[config.mk]
export PLATFORM = sky130hd
export DESIGN_NAME = ppmc_top
export DESIGN_NICKNAME = d
export VERILOG_FILES = /design/src/hw/ppmc_pkg.sv /design/src/hw/ppmc_pin.sv /design/src/hw/ppmc_top.sv
export SDC_FILE = /design/constraint.sdc
export NUM_CORES = 1
export LEC_CHECK = 0
export ABC_CLOCK_PERIOD_IN_PS = 3250
export BUFFER_PORTS_ARGS = -buffer_cell sky130_fd_sc_hd__buf_2
export CORE_MARGIN = 10
export CORE_UTILIZATION = 58
export CTS_CLUSTER_DIAMETER = 120
export DETAILED_ROUTE_END_ITERATION = 6
export PLACE_DENSITY = 0.94
export SLEW_MARGIN = 20
export SYNTH_ARGS = -nofsm -noshare
export SYNTH_HDL_FRONTEND = slang
export SYNTH_SLANG_ARGS = --single-unit
[constraint.sdc]
create_clock -name clk_sys -period 3.25 [get_ports clk_sys]
set_input_delay 0.1625 -clock clk_sys [delete_from_list [all_inputs] [get_ports clk_sys]]
set_output_delay 0.1625 -clock clk_sys [all_outputs]
set_load 0.01 [all_outputs]
[src/hw/ppmc_pkg.sv]
package ppmc_pkg;

  // ----------------------------------------------------------------
  // register indices (byte address is four times the index)
  // ----------------------------------------------------------------
  localparam logic [31:0] PPMC_IDX_PIN1 = 32'h5000_3008;
  localparam logic [31:0] PPMC_IDX_PIN2 = 32'h5000_300A;
  localparam logic [31:0] PPMC_IDX_PIN3 = 32'h5000_300C;
  localparam logic [31:0] PPMC_IDX_PIN4 = 32'h5000_300E;
  localparam logic [31:0] PPMC_IDX_PIN5 = 32'h5000_3010;
  localparam logic [31:0] PPMC_IDX_PIN6 = 32'h5000_3012;
  localparam logic [31:0] PPMC_IDX_PIN7 = 32'h5000_3014;
  localparam logic [31:0] PPMC_IDX_PIN8 = 32'h5000_3016;
  localparam logic [31:0] PPMC_IDX [8] = '{PPMC_IDX_PIN1, PPMC_IDX_PIN2, PPMC_IDX_PIN3, PPMC_IDX_PIN4,
                                           PPMC_IDX_PIN5, PPMC_IDX_PIN6, PPMC_IDX_PIN7, PPMC_IDX_PIN8};
  localparam int          PPMC_MAX_PIN  = 8;
  // only the low index bits are decoded; paddr[11:2] against index[9:0]
  localparam int          PPMC_ADDR_W   = 12;
  localparam int          PPMC_IDX_W    = 10;

  // ----------------------------------------------------------------
  // field layout and reset values
  // ----------------------------------------------------------------
  localparam int          PPMC_PULL_LSB = 8;
  localparam int          PPMC_FUNC_LSB = 0;
  localparam int          PPMC_PULL_W   = 2;
  localparam int          PPMC_FUNC_W   = 5;
  localparam logic [1:0]  PPMC_PULL_RST = 2'h2;
  localparam logic [4:0]  PPMC_FUNC_RST = 5'h00;

  // ----------------------------------------------------------------
  // encodings
  // ----------------------------------------------------------------
  localparam logic [1:0]  PPMC_PULL_NONE = 2'h0;
  localparam logic [1:0]  PPMC_PULL_UP   = 2'h1;
  localparam logic [1:0]  PPMC_PULL_DOWN = 2'h2;
  localparam logic [1:0]  PPMC_PULL_OUT  = 2'h3;
  localparam logic [4:0]  PPMC_FN_GPIO   = 5'h00;
  localparam logic [4:0]  PPMC_FN_ADC    = 5'h0F;
  localparam logic [31:0] PPMC_FN_RSVD   = 32'h8060_4180;
  localparam logic [7:0]  PPMC_ADC_PINS  = 8'h63;

  typedef struct packed {
    logic [PPMC_PULL_W-1:0] pull;
    logic [PPMC_FUNC_W-1:0] func;
  } ppmc_cfg_t;

  typedef struct packed {
    logic drive;
    logic dout;
    logic pu;
    logic pd;
    logic ana;
  } ppmc_pad_t;

  localparam ppmc_cfg_t PPMC_CFG_RST = '{pull: PPMC_PULL_RST, func: PPMC_FUNC_RST};

endpackage

[src/hw/ppmc_pin.sv]
`timescale 1ns/1ps

module ppmc_pin
  import ppmc_pkg::*;
#(
  parameter bit ADC_OK = 1'b0
) (
  input  wire ppmc_cfg_t   cfg,
  input  wire logic        gpio_do,
  input  wire logic [31:0] periph_out,
  input  wire logic [31:0] periph_oe,
  output ppmc_pad_t        pad
);

  logic is_adc;
  logic is_rsvd;

  // adc code only on capable pins
  assign is_adc  = ADC_OK && (cfg.func == PPMC_FN_ADC);
  assign is_rsvd = PPMC_FN_RSVD[cfg.func] || (!ADC_OK && (cfg.func == PPMC_FN_ADC));

  always_comb begin
    pad = '0;
    if (is_adc) begin
      // adc ignores pull field
      pad.ana = 1'b1;
    end else begin
      // pull field decode
      pad.pu = (cfg.pull == PPMC_PULL_UP);
      pad.pd = (cfg.pull == PPMC_PULL_DOWN);
      if (cfg.func == PPMC_FN_GPIO) begin
        // only code 11 drives
        pad.drive = (cfg.pull == PPMC_PULL_OUT);
        pad.dout  = gpio_do;
      end else if (!is_rsvd) begin
        // peripheral owns the pad
        pad.drive = periph_oe[cfg.func];
        pad.dout  = periph_out[cfg.func];
      end
    end
  end

endmodule

[src/hw/ppmc_top.sv]
// Decided for this implementation: the APB register port.
`timescale 1ns/1ps

// Function
// pull field 00 none, 01 up, 10 down
// pull field 11 alone drives, no resistor
// pull field resets to pull-down
// analog function ignores the pull field
// function field selects gpio or peripheral
// analog on pins 1,2,6,7; reserved codes inert; code still applies the pull field and, except code 0F, routes the pin input to periph_in
// shared input function taken from lowest pin
// reserved bits read zero, ignore writes
module ppmc_top
  import ppmc_pkg::*;
#(
  parameter int NPIN = 8
) (
  input  wire logic                   clk_sys,
  input  wire logic                   rstn,
  input  wire logic                   psel,
  input  wire logic                   penable,
  input  wire logic                   pwrite,
  input  wire logic [PPMC_ADDR_W-1:0] paddr,
  input  wire logic [31:0]            pwdata,
  input  wire logic [3:0]             pstrb,
  output logic      [31:0]            prdata,
  output logic                        pready,
  output logic                        pslverr,
  input  wire logic [NPIN-1:0]        pad_in,
  output logic      [NPIN-1:0]        pad_out,
  output logic      [NPIN-1:0]        pad_oe_n,
  output logic      [NPIN-1:0]        pad_pu,
  output logic      [NPIN-1:0]        pad_pd,
  output logic      [NPIN-1:0]        pad_ana,
  input  wire logic [NPIN-1:0]        gpio_do,
  output logic      [NPIN-1:0]        gpio_di,
  input  wire logic [31:0]            periph_out,
  input  wire logic [31:0]            periph_oe,
  output logic      [31:0]            periph_in
);

  if (NPIN < 1 || NPIN > PPMC_MAX_PIN) begin : g_bad_npin
    $error("ppmc_top: NPIN must be 1 to 8");
  end

  // ----------------------------------------------------------------
  // apb slave
  // ----------------------------------------------------------------
  ppmc_cfg_t       cfg_q [NPIN];
  logic [NPIN-1:0] hit;
  logic [31:0]     rdata_d;
  logic            setup;
  logic            wr_en;

  assign setup = psel && !penable;
  // write lands on the single access edge, pready is high only there
  assign wr_en = psel && penable && pready && pwrite;

  always_comb begin
    rdata_d = '0;
    for (int i = 0; i < NPIN; i++) begin
      hit[i] = (paddr[PPMC_ADDR_W-1:2] == PPMC_IDX[i][PPMC_IDX_W-1:0]);
      if (hit[i]) begin
        // reserved bits read zero
        rdata_d[PPMC_PULL_LSB +: PPMC_PULL_W] = cfg_q[i].pull;
        rdata_d[PPMC_FUNC_LSB +: PPMC_FUNC_W] = cfg_q[i].func;
      end
    end
  end

  // answer registered in setup so every bus output leaves a flop
  always_ff @(posedge clk_sys or negedge rstn) begin
    if (!rstn) begin
      pready  <= 1'b0;
      pslverr <= 1'b0;
      prdata  <= '0;
    end else begin
      pready  <= setup;
      pslverr <= setup && (hit == '0);
      prdata  <= (setup && !pwrite) ? rdata_d : '0;
    end
  end

  for (genvar i = 0; i < NPIN; i++) begin : g_reg
    always_ff @(posedge clk_sys or negedge rstn) begin
      if (!rstn) begin
        // pull-down at reset
        cfg_q[i] <= PPMC_CFG_RST;
      end else if (wr_en && hit[i]) begin
        // only defined fields stored
        if (pstrb[1]) begin
          cfg_q[i].pull <= pwdata[PPMC_PULL_LSB +: PPMC_PULL_W];
        end
        if (pstrb[0]) begin
          cfg_q[i].func <= pwdata[PPMC_FUNC_LSB +: PPMC_FUNC_W];
        end
      end
    end
  end

  // ----------------------------------------------------------------
  // pad input synchroniser
  // ----------------------------------------------------------------
  logic [NPIN-1:0] meta_q;
  logic [NPIN-1:0] sync_q;

  always_ff @(posedge clk_sys or negedge rstn) begin
    if (!rstn) begin
      meta_q <= '0;
      sync_q <= '0;
    end else begin
      meta_q <= pad_in;
      sync_q <= meta_q;
    end
  end

  // ----------------------------------------------------------------
  // per-pin mux and pad flops
  // ----------------------------------------------------------------
  ppmc_pad_t pad_d [NPIN];

  for (genvar i = 0; i < NPIN; i++) begin : g_pin
    ppmc_pin #(
      .ADC_OK (PPMC_ADC_PINS[i])
    ) u_pin (
      .cfg        (cfg_q[i]),
      .gpio_do    (gpio_do[i]),
      .periph_out (periph_out),
      .periph_oe  (periph_oe),
      .pad        (pad_d[i])
    );

    always_ff @(posedge clk_sys or negedge rstn) begin
      if (!rstn) begin
        // reset pads as pulled-down inputs
        pad_out[i]  <= 1'b0;
        pad_oe_n[i] <= 1'b1;
        pad_pu[i]   <= 1'b0;
        pad_pd[i]   <= 1'b1;
        pad_ana[i]  <= 1'b0;
      end else begin
        pad_out[i]  <= pad_d[i].dout;
        pad_oe_n[i] <= !pad_d[i].drive;
        pad_pu[i]   <= pad_d[i].pu;
        pad_pd[i]   <= pad_d[i].pd;
        pad_ana[i]  <= pad_d[i].ana;
      end
    end
  end

  // ----------------------------------------------------------------
  // peripheral input routing
  // ----------------------------------------------------------------
  logic [31:0] route_d;

  always_comb begin
    route_d = '0;
    // scan downward, lowest pin wins
    for (int i = NPIN - 1; i >= 0; i--) begin
      if (cfg_q[i].func != PPMC_FN_GPIO && cfg_q[i].func != PPMC_FN_ADC) begin
        route_d[cfg_q[i].func] = sync_q[i];
      end
    end
  end

  always_ff @(posedge clk_sys or negedge rstn) begin
    if (!rstn) begin
      periph_in <= '0;
      gpio_di   <= '0;
    end else begin
      periph_in <= route_d;
      gpio_di   <= sync_q;
    end
  end

  logic seen_q;
  always_ff @(posedge clk_sys or negedge rstn) begin
    if (!rstn) begin
      seen_q <= 1'b0;
    end else begin
      seen_q <= 1'b1;
    end
  end
endmodule

# Word-level counts from Yosys, hierarchy flattened
# Memories as Yosys holds them, arrays and structs flattened.
# Cells that the tools add are included.
[totals]
output_inout_bits = 114
reg_bits = 160
n_memories = 8
rom_bits = 256
wordCells = 321
input_bits = 133
[op_classes]
magnitude_cmp = 16
muxes = 112
n_bitwise = 1
n_reduce_logical = 77
eq_ne = 48
[memory_table]
columns = ["name", "depth", "word_bits", "read_ports", "rd_ports_with_merged_regs", "write_ports", "line", "source"]
rows = [
  ["(name not given)", 32, 1, 1, 0, 0, "ppmc_pin.sv:20", "assign is_rsvd = PPMC_FN_RSVD[cfg.func] || (!ADC_OK && (cfg.func == PPMC_FN_ADC));"],
  ["(name not given)", 32, 1, 1, 0, 0, "ppmc_pin.sv:20", ""],
  ["(name not given)", 32, 1, 1, 0, 0, "ppmc_pin.sv:20", ""],
  ["(name not given)", 32, 1, 1, 0, 0, "ppmc_pin.sv:20", ""],
  ["(name not given)", 32, 1, 1, 0, 0, "ppmc_pin.sv:20", ""],
  ["(name not given)", 32, 1, 1, 0, 0, "ppmc_pin.sv:20", ""],
  ["+2 memories", "--", "--", "--", "--", "--", "--", ""],
]
[ops]
columns = ["cell", "n"]
rows = [
  ["32-bit two-way mux", 8],
  ["32-bit bitwise mux", 7],
  ["1-bit binary-select mux with 5-bit select", 16],
  ["5-bit by 6-bit < comparator with 1-bit output, second input constant", 8],
  ["2-bit two-way mux", 24],
  ["1-bit demux with 5-bit select", 8],
  ["10-bit by 4-bit == test with 1-bit output, second input constant", 4],
  ["10-bit by 5-bit == test with 1-bit output, second input constant", 4],
  ["5-bit by 4-bit == test with 1-bit output, second input constant", 8],
  ["5-bit by 1-bit >= comparator with 1-bit output, second input constant", 8],
  ["5-bit logical NOT", 8],
  ["5-bit two-way mux", 8],
  ["5-bit by 4-bit inequality test with 1-bit output, second input constant", 8],
  ["5-bit nonzero test", 8],
  ["1-bit two-way mux", 36],
  ["32-bit bitwise AND", 1],
  ["2-bit == test, second input constant", 16],
  ["2-bit AND reduction", 16],
  ["1-bit logical AND", 30],
  ["2-bit by 1-bit == test with 1-bit output, second input constant", 8],
  ["4-bit two-way mux", 4],
  ["1-bit logical NOT", 10],
  ["10-bit two-way mux", 1],
  ["8-bit logical NOT", 1],
  ["1-bit logical OR", 4],
]

# Logic depth before layout (Yosys ltp)
[depth]
word_depth = 20
mapped_depth = 12
mapped_depth_nobuf = 8

# Cells and area by module
# A second synthesis with hierarchy kept.
[unflattened]
cells_unflattened = 1759
area_unflattened_um2 = 15501.1
[modules_own_cells]
columns = ["mod", "instances", "cells_per_inst", "area_each_um2"]
rows = [
  ["ppmc_top", 1, 1047, 9715.6],
  ["ppmc_pin at g_pin[2].u_pin ...", 4, 93, 739.5],
  ["ppmc_pin at g_pin[0].u_pin ...", 4, 85, 706.9],
]

# Worst setup path before layout
# OpenSTA, ideal clock, no wires.
[synth_path]
kind = "reg2reg"
startpoint = "reg cfg_q[29] (netlist bit)"
endpoint = "reg periph_in[1]"
arrival_ps = 2464
path_stages_with_launch = 12
setup_time_ps = 128
path_buffers = 3
slack_ps = 657
cell_sequence = "dfrtp_1 clkbuf_1 clkbuf_1 inv_1 ha_1 clkbuf_1 nor4_2 nand2_1 nand3_1 o221ai_1 a221oi_1 o21ai_1"
[synth_via]
elab_chain_cells = 12
word_cells_on_any_way = 16
classes_between = "2 x order compare; 1 x eq/ne; 10 x mux; 3 x reduce/logical"
[synth_lines]
columns = ["element", "line", "source"]
rows = [
  ["start: declaration", "ppmc_top.sv:49", "ppmc_cfg_t cfg_q [NPIN];"],
  ["5-bit by 6-bit < comparator with 1-bit output (not written as such) or 5-bit by 1-bit >= comparator with 1-bit output (tied branches)", "ppmc_top.sv:161", "route_d[cfg_q[i].func] = sync_q[i];"],
  ["1-bit logical AND (not written as such)", "ppmc_top.sv:161", ""],
  ["1-bit two-way mux (not written as such)", "ppmc_top.sv:161", ""],
  ["1-bit demux with 5-bit select", "ppmc_top.sv:161", ""],
  ["32-bit bitwise mux", "ppmc_top.sv:161", ""],
  ["32-bit two-way mux *", "ppmc_top.sv:160", "if (cfg_q[i].func != PPMC_FN_GPIO && cfg_q[i].func != PPMC_FN_ADC) begin"],
  ["32-bit bitwise mux", "ppmc_top.sv:161", ""],
  ["32-bit two-way mux *", "ppmc_top.sv:160", ""],
  ["32-bit bitwise mux", "ppmc_top.sv:161", ""],
  ["32-bit two-way mux *", "ppmc_top.sv:160", ""],
  ["32-bit bitwise mux", "ppmc_top.sv:161", ""],
  ["32-bit two-way mux *", "ppmc_top.sv:160", ""],
  ["net route_d[1]", "ppmc_top.sv:154", "logic [31:0] route_d;"],
  ["end signal: assignment", "ppmc_top.sv:171", "periph_in <= route_d;"],
  ["end: declaration", "ppmc_top.sv:39", "output logic [31:0] periph_in"],
]
# Mark *: on every way through the listed nets, which the timed path passes. The rest lies on a longest branch.
# A chain may end at the register's enable or synchronous reset.

# Worst setup path after layout
[layout_path]
startpoint = "reg cfg_q[49] (netlist bit)"
endpoint = "reg periph_in[6]"
[layout_via]
elab_chain_cells = 6
word_cells_on_any_way = 10
classes_between = "2 x order compare; 1 x eq/ne; 4 x mux; 3 x reduce/logical"
[layout_lines]
columns = ["element", "line"]
rows = [
  ["5-bit by 6-bit < comparator with 1-bit output (not written as such) or 5-bit by 1-bit >= comparator with 1-bit output (tied branches)", "ppmc_top.sv:161"],
  ["1-bit logical AND (not written as such)", "ppmc_top.sv:161"],
  ["1-bit two-way mux (not written as such)", "ppmc_top.sv:161"],
  ["1-bit demux with 5-bit select", "ppmc_top.sv:161"],
  ["32-bit bitwise mux", "ppmc_top.sv:161"],
  ["32-bit two-way mux *", "ppmc_top.sv:160"],
  ["net route_d[6]", "ppmc_top.sv:154"],
]
# Marked as above.

==> impl.org <==
** Status
- Result of the run :: finished with violations
- Violated checks :: DRC

** Worst setup path
- Worst EP required :: 3530 ps
- The number of cells on the worst reg-to-reg path is 8.
- Critical Path Start Type :: flip-flop
- Critical Path Sink Type :: flip-flop
- In this run the critical register-to-register path is launched from cfg_q[49]$_DFFE_PN0P_.
- Top fanout value on the critical path :: 20
- Signal arrival time at the worst endpoint :: 2930 ps
- By startpoint and endpoint, the worst setup path is classified as reg -> reg.
- Setup slack on the worst reg-to-reg path comes out at 600 ps.
- The worst register-to-register path ends at periph_in[6]$_DFF_PN0_.

** Drt
- Starting DRC count in detailed routing :: 2981
- After detailed routing, the average wire length per cell comes to 32.57 µm.
- Post-route DRC :: 1
- Dividing the detail-routed via count by the number of cells gives 7.745.
- Detailed-route wire length :: 66.68 mm
- Number of nets still failing antenna checks after routing :: 0
- The first detailed-routing pass ran for 7 iterations.
- For this block, the via count after detailed routing is 15855.

** Die
- Die footprint :: 32010 µm²
- Total I/O pin count :: 247
- The floorplan has 58 rows.
- Placeable core region :: 25040 µm²
- Chip Height :: 178.9 µm
- Measured along the x axis, the die boundary spans 178.9 µm.
- Starting Density :: 58.51%

** Finish
- In the final layout, flip-flops and latches occupy 3959 µm².
- Area overhead of the layout relative to synthesis :: 14.65%
- Share of layout cells above drive strength 1 :: 32.42%
- Area used by multi-input combinational logic :: 9843 µm²
- Number of nets in the final layout :: 1861
- Filler cell count :: 1953

** Clock network
- After clock tree synthesis, the clock-pin slew on the worst setup and hold paths is 80 ps.
- Inserted Clock Buffers :: 17
- Gates resized during post-CTS repair numbered 0.
- Post-CTS Setup Bufs :: 0
- In this run the deepest clock path goes through 2 buffers.
- Clock sinks :: 157
- The H-tree was split into 4 levels.
- Clock tree from TritonCTS :: built
- After clock tree synthesis, the flow added hold-fix buffers numbering 15.
- Root buf cell :: sky130_fd_sc_hd__clkbuf_16
- Later-pin clock latency in the skew report :: 450 ps

** Min path
- Class of the worst hold path :: in -> reg
- Worst min-delay path endpoint :: pad_out[2]$_DFF_PN0_
- The worst hold path passes through 2 cells.
- Worst hold start :: gpio_do[2]

** Placement
- Once detailed placement completed, the half-perimeter wirelength came to 49.64 mm.
- Post-Place Worst Slack :: 735.0 ps
- Total of buffers placed on input and output ports :: 188
- At the end of routability-driven placement, the weighted congestion stood at 1.062.

** STA
- Unrepaired setup endpoints after global routing :: false
- Clock skew :: 17.62 ps
- At the pin with the least slew margin, the transition time is 906.8 ps.
- Relative slew slack :: 37.99%
- The final number of max-transition violations was 0.
- After layout, the worst path uses 81.57% of the clock period.
- Period minus WS final :: 2651 ps
- Derived from the worst setup path, the maximum achievable clock frequency is 0.3772 GHz.
- # setup viols final :: 0
- Total negative slack for setup checks :: 0 ps
- Endpoints failing hold :: 0
- Post-layout worst setup margin :: 598.9 ps

** Pwr
- Pwr dens :: 281.3 nW/µm²
- In this run the static leakage power is 6.908 nW.
- The worst-case IR drop observed on VDD is 241.1 µV.

** Global route
- Global routing used 41.32% of the available tracks.
- The number of global-route vias before repair was 15518.
- Met3 usage in global routing :: 15.92%
- The first global-routing pass estimated 98.12 mm of wire.
- GR met2 Demand/Resource :: 61.36%
- Global routing consumed, on the met1 layer, 49.25% of the routing resources.
- The initial antenna violation count is 10.
- Total congestion overflow :: 0
- Maximum number of pins on one net before global-route repair :: 82
- Highest-utilization routing layer at the global route stage :: met2

** Yosys
- Sequential cells were found to cover 27.02% of the synthesized design area.
- Synthesis Warnings :: 0
- EDFF count, synth :: 0
- Counting every instance in the synthesized netlist gives 1520.
- In the synthesized netlist the dominant register cell turns out to be sky130_fd_sc_hd__dfrtp_1.
- The average instance in the mapped netlist occupies 9.638 µm².
- After synthesis, the netlist uses 82 different library cells.
- The synthesized netlist occupies a cell area of 14650 µm².
- Of all flip-flops after synthesis, the portion carrying an async set or reset was 100.0%.
- The synthesized design contains 157 register bits.

** Flow run
- Maximum capacitance violations :: 0
-- cells in the mapped netlist, types with 34 or more instances --
cell | number | area [µm²]
sky130_fd_sc_hd__inv_1 | 34 | 127.6
sky130_fd_sc_hd__nand2b_1 | 34 | 212.7
sky130_fd_sc_hd__buf_4 | 35 | 262.8
sky130_fd_sc_hd__o21ai_0 | 55 | 275.3
sky130_fd_sc_hd__nand2_1 | 137 | 514.2
sky130_fd_sc_hd__mux4_2 | 127 | 2860
sky130_fd_sc_hd__dfrtp_1 | 133 | 3328
sky130_fd_sc_hd__nor2b_1 | 45 | 281.5
sky130_fd_sc_hd__nor2_1 | 95 | 356.6
sky130_fd_sc_hd__a22oi_1 | 37 | 277.8
sky130_fd_sc_hd__clkbuf_1 | 90 | 337.8
sky130_fd_sc_hd__nand3_1 | 55 | 275.3
sky130_fd_sc_hd__mux2_2 | 52 | 585.6
sky130_fd_sc_hd__a21oi_1 | 59 | 295.3
sky130_fd_sc_hd__buf_2 | 37 | 185.2
sky130_fd_sc_hd__o22ai_1 | 44 | 275.3
-- placed cells by master (no fill, tap or decap), types with 29 or more instances in the layout --
cell,instances
sky130_fd_sc_hd__a21oi_1,59
sky130_fd_sc_hd__dfrtp_1,133
sky130_fd_sc_hd__a22oi_1,37
sky130_fd_sc_hd__nand3_1,55
sky130_fd_sc_hd__buf_4,95
sky130_fd_sc_hd__o21ai_0,55
sky130_fd_sc_hd__inv_1,34
sky130_fd_sc_hd__a31oi_1,29
sky130_fd_sc_hd__ha_1,32
sky130_fd_sc_hd__nand2_1,137
sky130_fd_sc_hd__o22ai_1,44
sky130_fd_sc_hd__nand2b_1,34
sky130_fd_sc_hd__nor2b_1,45
sky130_fd_sc_hd__buf_2,187
sky130_fd_sc_hd__nor2_1,95
sky130_fd_sc_hd__mux2_2,52
sky130_fd_sc_hd__mux4_2,127
sky130_fd_sc_hd__conb_1,31
-- power by group --
| group | switching [mW] | total (mW) | internal [mW] | leakage [nW] |
|---|---|---|---|---|
| Sequential | 0.0214 | 2.00 | 1.98 | 1.96 |
| Clock | 1.06 | 2.12 | 1.06 | 0.295 |
| Combinational | 0.365 | 0.603 | 0.238 | 4.66 |
| Total | 1.44 | 4.72 | 3.28 | 6.91 |
-- area by class of cell --
cell class | instances | area share, %
multi-input cells | 1187 | 58.61
well taps | 330 | 2.458
flip-flops and latches | 157 | 23.57
inverters | 34 | 0.7599
clock inverters | 14 | 0.9685
repair buffers | 299 | 10.90
diodes | 8 | 0.1192
clock buffers | 18 | 2.615
-- sequential cells by signal, indices dropped and copies added, names as in the netlist --
signal	count
pad_out	8
pready	1
pslverr	1
pad_pu	8
pad_oe_n	8
cfg_q	56
pad_ana	4
gpio_di	8
pad_pd	8
prdata	7
periph_in	32
sync_q	8
meta_q	8
-- kinds of logic (layout without fill, tap and decap cells) --
logic type      Yosys count  count (layout)  share of synthesized area, %
flops                   157             157                         27.02
fa+ha+maj                32              32                         2.733
other cells               1              39                       0.02560
buf+inv                 206             365                         6.551
compound gates          419             419                         20.62
mux                     199             199                         25.11
simple gates            506             506                         17.94
-- stage by stage --
step | hold WS, ps | instance area [µm²] | std cells | utilization [%] | total power [mW]
detailed placement | 250.3 | 16020 | 1992 | 64.00 | 2.588
floorplan | -133.1 | 14760 | 1550 | - | 2.308
finish | 15.88 | 16790 | 2047 | 67.08 | 4.724
CTS | 2.510 | 16770 | 2039 | 67.00 | 4.693
global route | 8.623 | 16790 | 2044 | 67.05 | 4.808
global placement | 239.6 | 16020 | 1992 | 64.00 | 2.572
-- critical path, stage by stage (launching register included) --
cell and delay, ps:
sky130_fd_sc_hd__dfrtp_1 350, sky130_fd_sc_hd__buf_4 350, sky130_fd_sc_hd__ha_1 340, sky130_fd_sc_hd__nand3_1 110
sky130_fd_sc_hd__a21o_1 340, sky130_fd_sc_hd__nand2_4 210, sky130_fd_sc_hd__nor2_1 80, sky130_fd_sc_hd__a221o_1 270
sky130_fd_sc_hd__o32ai_1 430
-- how the worst max path moves through the flow --
stage	endpoint	slack, ps	startpoint
floorplan	periph_in[1]$_DFF_PN0_	660	cfg_q[29]$_DFFE_PN0P_
global placement	periph_in[19]$_DFF_PN0_	750	cfg_q[24]$_DFFE_PN0P_
detailed placement	periph_in[9]$_DFF_PN0_	730	cfg_q[15]$_DFFE_PN0P_
CTS	periph_in[9]$_DFF_PN0_	720	cfg_q[15]$_DFFE_PN0P_
global route	periph_in[9]$_DFF_PN0_	500	cfg_q[15]$_DFFE_PN0P_
finish	periph_in[6]$_DFF_PN0_	600	cfg_q[49]$_DFFE_PN0P_
-- metal layers --
metal / up-vias / routed length [µm]
met5: - / 32
met4: 6 / 5967
met3: 462 / 10280
met2: 1651 / 28330
met1: 7452 / 22060
li1: 6284 / -
No activity file was read; power rests on OpenSTA's default activity.
